--- config.mk ---
export PLATFORM = sky130hd
export DESIGN_NAME = rdto_core
export DESIGN_NICKNAME = d
export VERILOG_FILES = /design/src/include/rdto_pkg.sv /design/src/core/rdto_core.sv
export SDC_FILE = /design/constraint.sdc
export NUM_CORES = 1
export LEC_CHECK = 0
export ABC_AREA = 0
export BUFFER_PORTS_ARGS = -buffer_cell sky130_fd_sc_hd__buf_2
export CAP_MARGIN = 40
export CORE_AREA = 4 4 193 195
export DETAILED_ROUTE_END_ITERATION = 16
export DIE_AREA = 0 0 197 199
export REMOVE_ABC_BUFFERS = 1
export SETUP_SLACK_MARGIN = 0.02
export SLEW_MARGIN = 5
export SYNTH_ARGS = -nofsm -noshare
export SYNTH_HDL_FRONTEND = slang
export SYNTH_SLANG_ARGS = --single-unit
export TNS_END_PERCENT = 50
--- constraint.sdc ---
create_clock -name i_clk -period 6.4 [get_ports i_clk]
set_input_delay 0.32 -clock i_clk [delete_from_list [all_inputs] [get_ports i_clk]]
set_output_delay 0.32 -clock i_clk [all_outputs]
set_load 0.05 [all_outputs]
--- src/include/rdto_pkg.sv ---
// Constants and helpers for the resonant-mode edge offset block
package rdto_pkg;

  // ****************************************************************
  // Register bus
  // ****************************************************************
  localparam int ADDR_W = 8;
  localparam int DATA_W = 8;
  localparam logic [ADDR_W-1:0] OFS_BRIDGE_D_FALL = 8'h4F;
  localparam logic [ADDR_W-1:0] OFS_RECT1_RISE = 8'h51;
  localparam logic [ADDR_W-1:0] OFS_RECT1_FALL = 8'h53;
  localparam logic [ADDR_W-1:0] OFS_STATUS = 8'h58;
  localparam logic [DATA_W-1:0] RST_OFFSET = 8'h00;
  localparam logic [DATA_W-1:0] RDATA_IDLE = 8'h00;

  // Status register fields
  localparam int STAT_BRIDGE_BIT = 0;
  localparam int STAT_RECT1_BIT = 1;
  localparam int STAT_MODE_BIT = 2;

  // ****************************************************************
  // Timing
  // ****************************************************************
  localparam int STEP_NS = 5;
  localparam int MAX_OFFSET_NS = 1275;
  localparam int CLK_PERIOD_NS = 40;
  localparam int CNT_W = 16;
  localparam int LEAD_W = 6;

  // Offset code to whole clock cycles, rounded up so no gap shrinks
  function automatic logic [LEAD_W-1:0] rdto_code_to_cyc(
    input logic [DATA_W-1:0] code);
    logic [11:0] span_ns;
    span_ns = 12'(code) * 12'(STEP_NS) + 12'(CLK_PERIOD_NS - 1);
    return LEAD_W'(span_ns / 12'(CLK_PERIOD_NS));
  endfunction

endpackage

--- src/core/rdto_core.sv ---
// Resonant-mode edge offsets for the bridge drive and first rectifier
//
// Decided for this implementation: the strobed register port.
`timescale 1ns/1ps
`default_nettype none
// Contract
// (RULE1) Bridge D falls offset before cycle end
// (RULE2) Rectifier rises offset after sense rise
// (RULE3) Rectifier falls offset before sense fall
// (RULE4) Codes unsigned 8-bit, 5 ns per step
// (RULE5) Offsets apply only in resonant mode
module rdto_core
  import rdto_pkg::*;
#(
  parameter int CYC_W = CNT_W
) (
  // Clock and reset
  input wire logic i_clk,
  input wire logic i_reset_n,
  // Register port
  input wire logic [ADDR_W-1:0] i_addr,
  input wire logic [DATA_W-1:0] i_wdata,
  input wire logic i_wr,
  input wire logic i_rd,
  output logic [DATA_W-1:0] o_rdata,
  // Timing engine
  input wire logic i_resonant_mode,
  input wire logic i_cycle_start,
  input wire logic [CYC_W-1:0] i_cycle_len,
  input wire logic i_bridge_d_raw,
  input wire logic i_ac_sense_input,
  // Drive outputs
  output logic o_bridge_drive_d,
  output logic o_sync_rect_first
);

  // ****************************************************************
  // Registers
  // ****************************************************************
  logic [DATA_W-1:0] bridge_d_fall_offset_ff;
  logic [DATA_W-1:0] rect1_rise_offset_ff;
  logic [DATA_W-1:0] rect1_fall_offset_ff;
  logic [DATA_W-1:0] rdata_ff;
  logic [DATA_W-1:0] nxt_bridge_d_fall_offset;
  logic [DATA_W-1:0] nxt_rect1_rise_offset;
  logic [DATA_W-1:0] nxt_rect1_fall_offset;
  logic [DATA_W-1:0] nxt_rdata;

  always_comb begin
    nxt_bridge_d_fall_offset = bridge_d_fall_offset_ff;
    nxt_rect1_rise_offset = rect1_rise_offset_ff;
    nxt_rect1_fall_offset = rect1_fall_offset_ff;
    nxt_rdata = RDATA_IDLE;
    if (i_wr) begin
      unique case (i_addr)
        OFS_BRIDGE_D_FALL: nxt_bridge_d_fall_offset = i_wdata;
        OFS_RECT1_RISE: nxt_rect1_rise_offset = i_wdata;
        OFS_RECT1_FALL: nxt_rect1_fall_offset = i_wdata;
        default: nxt_rdata = RDATA_IDLE;
      endcase
    end
    if (i_rd) begin
      unique case (i_addr)
        OFS_BRIDGE_D_FALL: nxt_rdata = bridge_d_fall_offset_ff;
        OFS_RECT1_RISE: nxt_rdata = rect1_rise_offset_ff;
        OFS_RECT1_FALL: nxt_rdata = rect1_fall_offset_ff;
        OFS_STATUS: begin
          nxt_rdata[STAT_BRIDGE_BIT] = o_bridge_drive_d;
          nxt_rdata[STAT_RECT1_BIT] = o_sync_rect_first;
          nxt_rdata[STAT_MODE_BIT] = i_resonant_mode;
        end
        // Unmapped reads return zero
        default: nxt_rdata = RDATA_IDLE;
      endcase
    end
  end

  always_ff @(posedge i_clk or negedge i_reset_n) begin
    if (!i_reset_n) begin
      bridge_d_fall_offset_ff <= RST_OFFSET;
      rect1_rise_offset_ff <= RST_OFFSET;
      rect1_fall_offset_ff <= RST_OFFSET;
      rdata_ff <= RDATA_IDLE;
    end else begin
      bridge_d_fall_offset_ff <= nxt_bridge_d_fall_offset;
      rect1_rise_offset_ff <= nxt_rect1_rise_offset;
      rect1_fall_offset_ff <= nxt_rect1_fall_offset;
      rdata_ff <= nxt_rdata;
    end
  end

  assign o_rdata = rdata_ff;

  rdata_idle_a: assert property (
    @(posedge i_clk) disable iff (!i_reset_n)
    !i_rd |=> o_rdata == RDATA_IDLE)
    else $error("read data not idle outside a read");

  bridge_write_a: assert property ( // RULE1
    @(posedge i_clk) disable iff (!i_reset_n)
    (i_wr && i_addr == OFS_BRIDGE_D_FALL)
      |=> bridge_d_fall_offset_ff == $past(i_wdata))
    else $error("bridge offset write did not land");

  rise_write_a: assert property ( // RULE2
    @(posedge i_clk) disable iff (!i_reset_n)
    (i_wr && i_addr == OFS_RECT1_RISE)
      |=> rect1_rise_offset_ff == $past(i_wdata))
    else $error("rectifier rise offset write did not land");

  fall_write_a: assert property ( // RULE3
    @(posedge i_clk) disable iff (!i_reset_n)
    (i_wr && i_addr == OFS_RECT1_FALL)
      |=> rect1_fall_offset_ff == $past(i_wdata))
    else $error("rectifier fall offset write did not land");

  // ****************************************************************
  // Offset codes in clock cycles
  // ****************************************************************
  // 5 ns steps are finer than the 40 ns clock; rounding up keeps
  // every dead time at least as long as programmed.
  logic [LEAD_W-1:0] bridge_lead_cyc;
  logic [LEAD_W-1:0] rise_delay_cyc;
  logic [LEAD_W-1:0] fall_lead_cyc;

  assign bridge_lead_cyc = rdto_code_to_cyc(bridge_d_fall_offset_ff); // RULE4
  assign rise_delay_cyc = rdto_code_to_cyc(rect1_rise_offset_ff); // RULE4
  assign fall_lead_cyc = rdto_code_to_cyc(rect1_fall_offset_ff); // RULE4

  bridge_scale_a: assert property ( // RULE4
    @(posedge i_clk) disable iff (!i_reset_n)
    (12'(bridge_lead_cyc) * 12'(CLK_PERIOD_NS)
      >= 12'(bridge_d_fall_offset_ff) * 12'(STEP_NS))
    && (12'(bridge_lead_cyc) * 12'(CLK_PERIOD_NS)
      < 12'(bridge_d_fall_offset_ff) * 12'(STEP_NS) + 12'(CLK_PERIOD_NS)))
    else $error("bridge offset code not scaled at 5 ns per step");

  fall_scale_a: assert property ( // RULE4
    @(posedge i_clk) disable iff (!i_reset_n)
    (12'(fall_lead_cyc) * 12'(CLK_PERIOD_NS)
      >= 12'(rect1_fall_offset_ff) * 12'(STEP_NS))
    && (12'(fall_lead_cyc) * 12'(CLK_PERIOD_NS)
      < 12'(rect1_fall_offset_ff) * 12'(STEP_NS) + 12'(CLK_PERIOD_NS)))
    else $error("fall offset code not scaled at 5 ns per step");

  full_scale_a: assert property ( // RULE4
    @(posedge i_clk) disable iff (!i_reset_n)
    (rect1_fall_offset_ff == 8'hFF) |-> (fall_lead_cyc
      == LEAD_W'((MAX_OFFSET_NS + CLK_PERIOD_NS - 1) / CLK_PERIOD_NS)))
    else $error("full scale code not a 1275 ns lead");

  // ****************************************************************
  // Bridge drive D
  // ****************************************************************
  logic [CYC_W-1:0] cyc_cnt_ff;
  logic bridge_ff;
  logic [CYC_W-1:0] nxt_cyc_cnt;
  logic nxt_bridge;
  logic [CYC_W-1:0] cyc_pos;
  logic bridge_fits;

  always_comb begin
    // Saturate so a missing cycle start cannot wrap the position
    if (i_cycle_start) begin
      cyc_pos = '0;
    end else if (&cyc_cnt_ff) begin
      cyc_pos = cyc_cnt_ff;
    end else begin
      cyc_pos = cyc_cnt_ff + CYC_W'(1);
    end
    nxt_cyc_cnt = cyc_pos;
    // Pulse must be over before the last lead cycles of the period
    bridge_fits = ({1'b0, cyc_pos} + (CYC_W + 1)'(bridge_lead_cyc))
      < {1'b0, i_cycle_len}; // RULE1
    nxt_bridge = i_resonant_mode ? (i_bridge_d_raw && bridge_fits)
      : i_bridge_d_raw; // RULE5
  end

  always_ff @(posedge i_clk or negedge i_reset_n) begin
    if (!i_reset_n) begin
      cyc_cnt_ff <= '0;
      bridge_ff <= 1'b0;
    end else begin
      cyc_cnt_ff <= nxt_cyc_cnt;
      bridge_ff <= nxt_bridge;
    end
  end

  assign o_bridge_drive_d = bridge_ff;

  bridge_pass_a: assert property ( // RULE1
    @(posedge i_clk) disable iff (!i_reset_n)
    (i_resonant_mode && bridge_fits)
      |=> o_bridge_drive_d == $past(i_bridge_d_raw))
    else $error("bridge drive cut outside the falling lead");

  cycle_restart_a: assert property ( // RULE1
    @(posedge i_clk) disable iff (!i_reset_n)
    i_cycle_start |=> cyc_cnt_ff == '0)
    else $error("cycle position not cleared at cycle start");

  // ****************************************************************
  // First synchronous rectifier
  // ****************************************************************
  // The sense fall cannot be seen ahead, so it is predicted from the
  // previous high time; the first half-wave after reset stays off.
  logic ac_q_ff;
  logic [CYC_W-1:0] hi_cnt_ff;
  logic [CYC_W-1:0] hi_len_ff;
  logic rect_ff;
  logic nxt_ac_q;
  logic [CYC_W-1:0] nxt_hi_cnt;
  logic [CYC_W-1:0] nxt_hi_len;
  logic nxt_rect;
  logic ac_rise;
  logic ac_fall;
  logic rect_after_rise;
  logic rect_before_fall;

  always_comb begin
    ac_rise = i_ac_sense_input && !ac_q_ff;
    ac_fall = !i_ac_sense_input && ac_q_ff;
    nxt_ac_q = i_ac_sense_input;
    // Saturate so a very long half-wave is not read as no history
    nxt_hi_len = !ac_fall ? hi_len_ff
      : (&hi_cnt_ff) ? hi_cnt_ff : hi_cnt_ff + CYC_W'(1);
    if (ac_rise) begin
      nxt_hi_cnt = '0;
    end else if (i_ac_sense_input && !(&hi_cnt_ff)) begin
      nxt_hi_cnt = hi_cnt_ff + CYC_W'(1);
    end else begin
      nxt_hi_cnt = hi_cnt_ff;
    end
    rect_after_rise = nxt_hi_cnt >= CYC_W'(rise_delay_cyc); // RULE2
    rect_before_fall = ({1'b0, nxt_hi_cnt}
      + (CYC_W + 1)'(fall_lead_cyc)) < {1'b0, hi_len_ff}; // RULE3
    nxt_rect = i_resonant_mode
      ? (i_ac_sense_input && rect_after_rise && rect_before_fall)
      : i_ac_sense_input; // RULE5
  end

  always_ff @(posedge i_clk or negedge i_reset_n) begin
    if (!i_reset_n) begin
      ac_q_ff <= 1'b0;
      hi_cnt_ff <= '0;
      hi_len_ff <= '0;
      rect_ff <= 1'b0;
    end else begin
      ac_q_ff <= nxt_ac_q;
      hi_cnt_ff <= nxt_hi_cnt;
      hi_len_ff <= nxt_hi_len;
      rect_ff <= nxt_rect;
    end
  end

  assign o_sync_rect_first = rect_ff;

  rect_sense_low_a: assert property ( // RULE2
    @(posedge i_clk) disable iff (!i_reset_n)
    (i_resonant_mode && !i_ac_sense_input) |=> !o_sync_rect_first)
    else $error("rectifier high while the sense input is low");

  rect_no_history_a: assert property ( // RULE3
    @(posedge i_clk) disable iff (!i_reset_n)
    (i_resonant_mode && hi_len_ff == '0) |=> !o_sync_rect_first)
    else $error("rectifier high with no stored high time");

  rect_window_on_a: assert property ( // RULE3
    @(posedge i_clk) disable iff (!i_reset_n)
    (i_resonant_mode && i_ac_sense_input && rect_after_rise
      && rect_before_fall) |=> o_sync_rect_first)
    else $error("rectifier low inside its conduction window");

  // ****************************************************************
  // Checks
  // ****************************************************************
  bridge_lead_a: assert property ( // RULE1
    @(posedge i_clk) disable iff (!i_reset_n)
    (i_resonant_mode && !bridge_fits) |=> !o_bridge_drive_d)
    else $error("bridge drive high inside the falling lead");

  rect_rise_hold_a: assert property ( // RULE2
    @(posedge i_clk) disable iff (!i_reset_n)
    (i_resonant_mode && ac_rise && rise_delay_cyc > 6'h00)
      |=> !o_sync_rect_first)
    else $error("rectifier rose before its delay");

  rect_rise_on_a: assert property ( // RULE2
    @(posedge i_clk) disable iff (!i_reset_n)
    (i_resonant_mode && i_ac_sense_input
      && nxt_hi_cnt == CYC_W'(rise_delay_cyc) && rect_before_fall)
      |=> o_sync_rect_first)
    else $error("rectifier did not rise after its delay");

  rect_fall_lead_a: assert property ( // RULE3
    @(posedge i_clk) disable iff (!i_reset_n)
    (i_resonant_mode && !rect_before_fall) |=> !o_sync_rect_first)
    else $error("rectifier high inside the falling lead");

  step_scale_a: assert property ( // RULE4
    @(posedge i_clk) disable iff (!i_reset_n)
    (12'(rise_delay_cyc) * 12'(CLK_PERIOD_NS)
      >= 12'(rect1_rise_offset_ff) * 12'(STEP_NS))
    && (12'(rise_delay_cyc) * 12'(CLK_PERIOD_NS)
      < 12'(rect1_rise_offset_ff) * 12'(STEP_NS) + 12'(CLK_PERIOD_NS)))
    else $error("offset code not scaled at 5 ns per step");

  mode_bypass_a: assert property ( // RULE5
    @(posedge i_clk) disable iff (!i_reset_n)
    !i_resonant_mode |=> (o_sync_rect_first == $past(i_ac_sense_input))
      && (o_bridge_drive_d == $past(i_bridge_d_raw)))
    else $error("outputs altered outside resonant mode");

endmodule
`default_nettype wire

**Yosys cells after proc, flatten, opt, wreduce, memory -nomap -nowiden**

Index checks and enable logic that the tools add are counted.

- Word-level logic and storage cells: 54
- Flip-flop bits (word level): 83
- Input port bits: 40
- Output and inout port bits: 10

- Divide/modulo/power cells: 3
- Multipliers: 3
- Equal/unequal tests: 4
- Order comparisons: 3
- Reduce and logical (&&, ||, !) cells: 14
- Add/sub/neg operators: 7
- Mux-type cells: 10

Operators with widths:

| cell | number |
|---|---|
| 16-bit 2-to-1 mux | 5 |
| 11-bit by 6-bit adder with 12-bit output (second input constant) | 3 |
| 12-bit by 6-bit divider with 12-bit output (second input constant) | 3 |
| 16-bit by 6-bit adder with 17-bit output | 2 |
| 17-bit by 16-bit < comparator with 1-bit output | 2 |
| 8-bit by 3-bit multiplier with 11-bit output (second input constant) | 3 |
| 16-bit by 1-bit adder with 16-bit output (second input constant) | 2 |
| 8-bit by 7-bit == test with 1-bit output (second input constant) | 4 |
| 16-bit AND reduction | 2 |
| 16-bit by 6-bit greater-or-equal comparator with 1-bit output | 1 |
| 5-bit case mux with 3 select lines | 1 |
| 3-bit case mux with 4 select lines | 1 |
| 8-bit 2-to-1 mux | 1 |
| 1-bit logical AND | 6 |
| 2-bit AND reduction | 3 |
| 1-bit logical NOT | 3 |
| 1-bit 2-to-1 mux | 2 |

**Longest topological paths before layout**

- Depth in word-level cells: 9
- Depth in mapped cells: 34
- Mapped depth without buffers: 32

**Worst setup path after synthesis**

Ideal clock, no wire load.

- Path kind: flip-flop to flip-flop
- Start point: register bridge_d_fall_offset_ff[1]
- End point: register bridge_ff, in the netlist o_bridge_drive_d
- Setup slack: -0.081 ns
- Clock period less this slack: 6.481 ns
- Arrival: 6.380 ns
- Path buffers: 1
- Cell stages (with the launch flop): 31
- Cell sequence: dfrtp_1 ha_1 ha_1 ha_1 clkbuf_1 nand3_1 o221ai_1 a21oi_1 mux2i_1 o21ai_1 o21ai_1 nand2_1 a22oi_2 mux2_1 o221ai_1 ha_1 inv_1 fa_1 inv_1 a21oi_1 o21bai_1 a21o_1 a21o_1 and3_1 nand3b_1 nor2_1 xor2_1 ha_1 a2111oi_0 a21oi_1 o32ai_1

- Longest elaborated chain between the ends: 7

RTL lines:

| element | RTL line | text |
|---|---|---|
| start, declared | rdto_core.sv:40 | `logic [DATA_W-1:0] bridge_d_fall_offset_ff;` |
| start signal, assigned | rdto_core.sv:85 | `bridge_d_fall_offset_ff <= nxt_bridge_d_fall_offset;` |
| 8-bit by 3-bit multiplier with 11-bit output | rdto_pkg.sv:34 | `span_ns = 12'(code) * 12'(STEP_NS) + 12'(CLK_PERIOD_NS - 1);` |
| 11-bit by 6-bit adder with 12-bit output | rdto_pkg.sv:34 |  |
| 12-bit by 6-bit divider with 12-bit output | rdto_pkg.sv:35 | `return LEAD_W'(span_ns / 12'(CLK_PERIOD_NS));` |
| 16-bit by 6-bit adder with 17-bit output | rdto_core.sv:173 | `bridge_fits = ({1'b0, cyc_pos} + (CYC_W + 1)'(bridge_lead_cyc))` |
| 17-bit by 16-bit < comparator with 1-bit output | rdto_core.sv:174 | `< {1'b0, i_cycle_len};` |
| 1-bit logical AND | rdto_core.sv:175 | `nxt_bridge = i_resonant_mode ? (i_bridge_d_raw && bridge_fits)` |
| 1-bit 2-to-1 mux | rdto_core.sv:175 |  |
| net nxt_bridge | rdto_core.sv:158 | `logic nxt_bridge;` |
| end signal, assigned | rdto_core.sv:185 | `bridge_ff <= nxt_bridge;` |
| end, declared | rdto_core.sv:156 | `logic bridge_ff;` |

The timed path passes the listed nets, and every way through them passes these cells.
A chain may end at the register's enable or synchronous reset.

**Final worst setup path**

- Start point: register rect1_fall_offset_ff[4]
- End point: register rect_ff, in the netlist o_sync_rect_first

- Longest elaborated chain between the ends: 7

RTL lines:

| element | RTL line | text |
|---|---|---|
| start, declared | rdto_core.sv:42 | `logic [DATA_W-1:0] rect1_fall_offset_ff;` |
| start signal, assigned | rdto_core.sv:87 | `rect1_fall_offset_ff <= nxt_rect1_fall_offset;` |
| 8-bit by 3-bit multiplier with 11-bit output | rdto_pkg.sv:34 |  |
| 11-bit by 6-bit adder with 12-bit output | rdto_pkg.sv:34 |  |
| 12-bit by 6-bit divider with 12-bit output | rdto_pkg.sv:35 |  |
| 16-bit by 6-bit adder with 17-bit output | rdto_core.sv:236 | `+ (CYC_W + 1)'(fall_lead_cyc)) < {1'b0, hi_len_ff};` |
| 17-bit by 16-bit < comparator with 1-bit output | rdto_core.sv:236 |  |
| 1-bit logical AND | rdto_core.sv:238 | `? (i_ac_sense_input && rect_after_rise && rect_before_fall)` |
| 1-bit 2-to-1 mux | rdto_core.sv:238 |  |
| net nxt_rect | rdto_core.sv:214 | `logic nxt_rect;` |
| end signal, assigned | rdto_core.sv:252 | `rect_ff <= nxt_rect;` |
| end, declared | rdto_core.sv:210 | `logic rect_ff;` |

The timed path passes the listed nets, and every way through them passes these cells.

==> results.md <==
* Status: finished with violations
* Failing checks: setup timing
* Initial DRT Pass Iterations at 5
* Critical Path Sink: o_sync_rect_first$_DFF_PN0_
* CTS tree: done
* # fillers at 3646
* TNS Setup at -0.1055 ns
* H-tree levels at 3
* Maximum vdd drop at 0.1242 mV
* DR vias/cell at 4.873
* Slowest cell on crit path: fa_2
* Die height at 199 microns
* Clock sinks at 83
* Final worst setup slack at -0.1055 ns
* Final net count at 1382
* Core ar. at 0.03540 sq mm
* Kind of end point of the critical path: register
* PortBufs at 49
* Max_cap viols at 0
* Starting Density at 24.76%
* Syn Inst Count at 1050
* Initial antenna violation count at 0
* RSZ-0062 raised after global routing: true
* # setup viols final at 1
* Row count at 69
* Vias in the first global route at 8063
* Largest cells by area after synthesis: dfrtp_1 24%, ha_1 15%, xnor2_1 4.6%
* RePlAce Congestion at 0.8822
* Core Util, Final at 32.39%
* Main synth FF type: dfrtp_1
* Synth cell types at 82
* Synthesis-stage register bit count at 83
* Total CTS buffers at 9
* Clock Tree Root: clkbuf_16
* Clk_lat worst skew at 0.34 ns
* Count leader, synth: ha_1
* Layout cell share with drive strength beyond 1 at 26.95%
* Drc violations at 0
* Worst Path Buf+Inv at 7
* Die Area at 0.03920 sq mm
* Post-synth EDFFs at 0
* Minimum clock period at 6.506 ns
* Headroom to the max-slew limit at 39.44%
* Avg WL per Cell at 13.59 microns
* R2R depth at 36
* Cell family with most CP delay: compound AO/OA/AOI/OAI gates
* Leakage at 5.338 nW
* Hold WC Path Type: primary input to register
* Achievable Freq at 0.1537 GHz
* Die span in x at 197 microns
* Total track usage at 11.52%
* Detailed Route WL at 23010 microns
* Area leader, netlist: dfrtp_1
* Slew @ Worst Pin at 0.8958 ns
* Vias at 8250
* Iter 0 DRT Violations at 554
* Total chip power at 1.873 mW
* CP arrival at 6.74 ns
* Area of the multi-input gates at 0.006815 sq mm
* Diodes inserted at 0
* Yosys warning count at 0
* CP Launch Type: register
* Critical Path Max Stage Delay at 0.55 ns
* PD cells at 163.3 mW/mm^2
* Crit path depth at 36
* Layout Skew at 0.007896 ns
* Avg Cell Area, Syn at 8.347 sq um
* Critical path launch point: rect1_fall_offset_ff[4]$_DFFE_PN0P_
* Ports at 50
* Mapped cell area at 0.008765 sq mm
* CP Class: register to register
* Longest Clk Path Bufs at 2
* Worst R2R Setup Slack at -0.11 ns
* First-pass GRT wire length at 38230 microns
* Worst slack at placement at -0.4630 ns
* Layout area overhead at 30.82%
* Synth cell count leaders: 107 x ha_1, 83 x dfrtp_1, 78 x inv_1, 77 x nand2_1, 76 x nor2_1
* Final hold violation count at 0
* CTS clock-pin slew for the worst setup and hold paths at 0.07 ns
* Maximum fanout along the worst path at 4
* Register Area at 0.002077 sq mm
* Slew Limit Fails at 0
* CP Data Required Time at 6.64 ns
* DP HPWL at 17920 microns
* GR Overflow Total at 0
* Largest net degree at the start of global routing at 48
* Synth top area share at 23.70%
* Crit Reg-Reg Endpoint: o_sync_rect_first$_DFF_PN0_
* Fin crit share at 101.6%
* Post-route ant nets at 0
* FF-to-FF Start: rect1_fall_offset_ff[4]$_DFFE_PN0P_
* Post-synth ARST share at 100.0%
* Sequential fraction of the synthesis area at 23.70%
-- power by group --
group          switching (mW)  total [mW]  internal, mW
sequential             0.0213       0.567         0.545
combinational           0.421       0.808         0.386
clock                   0.232       0.499         0.267
total                   0.675        1.87          1.20
-- worst register-to-register path, delay by kind of cell, from the launching register on --
family / cells / cell delay [ns]
XOR/XNOR: 2 / 0.27
flip-flops: 1 / 0.44
adder cells (fa/ha/maj): 6 / 1.61
AND/OR/NAND/NOR: 7 / 1.05
buffers and inverters: 7 / 0.79
AO/OA/AOI/OAI: 14 / 2.25
-- cell families after synthesis --
family	Yosys count	share of synthesized area (%)
xor+xnor	73	7.381
buf+inv	112	4.996
fa+ha+maj	120	17.67
simple gates	330	19.04
mux	43	5.325
compound gates	289	21.88
flops	83	23.70
-- placed cells by master, fill, tap and decap left out, types with 28 or more instances in the layout --
cell type	count
nand3_1	38
nand2_1	75
xnor2_1	42
ha_1	89
inv_1	77
dfrtp_1	83
buf_4	138
a21oi_1	56
nor2_1	72
buf_2	48
mux2_2	28
o21ai_0	55
-- registers in the layout, summed over array words and instances, names as in the netlist, 8 cells and up --
signal and count:
rect1_rise_offset_ff 8, bridge_d_fall_offset_ff 8, cyc_cnt_ff 16, o_rdata 8, hi_cnt_ff 16, rect1_fall_offset_ff 8
hi_len_ff 16
-- layout make-up --
class | count | share of cell area (%)
Multi-Input combinational cell | 855 | 59.44
Sequential cell | 83 | 18.11
Timing Repair Buffer | 197 | 12.34
Tap cell | 461 | 5.031
Inverter | 81 | 2.652
Clock buffer | 10 | 1.997
Clock inverter | 6 | 0.4256
-- how the worst min path moves through the flow --
stage / start / end / slack [ns] / cells after the start
detailed placement: i_reset_n / hi_cnt_ff[15]$_DFF_PN0_ / 0.21 / 1
CTS: i_bridge_d_raw / o_bridge_drive_d$_DFF_PN0_ / 0.22 / 3
global placement: i_reset_n / hi_cnt_ff[14]$_DFF_PN0_ / 0.21 / 1
finish: i_wdata[5] / rect1_rise_offset_ff[5]$_DFFE_PN0P_ / 0.24 / 3
global route: i_wdata[5] / rect1_rise_offset_ff[5]$_DFFE_PN0P_ / 0.25 / 3
floorplan: i_reset_n / ac_q_ff$_DFF_PN0_ / 0.02 / 0
-- per-stage QoR --
step	hold WS [ns]	instance area, sq um	cells
finish	0.2390	11470	1693
floorplan	0.02441	8631	1019
detailed placement	0.2149	10330	1643
global placement	0.2126	10300	1642
global route	0.2539	11470	1693
CTS	0.2174	11060	1682
-- per-layer routing --
metal | track usage, % | vias to the layer above | routed length (microns)
met5 | 0 | - | 0
met4 | 2.414 | 0 | 280
met3 | 1.609 | 17 | 807
met2 | 19.17 | 144 | 10740
met1 | 15.99 | 3925 | 11180
li1 | - | 4164 | -
-- repair_timing --
action	in CTS	in global routing
pin swaps	32	57
hold endpoints to repair	18	0
hold buffers	1	0
endpoints found under the setup margin	2	2
buffers inserted	22	12
resized for setup	56	53
No activity file was read; power rests on OpenSTA's default activity.
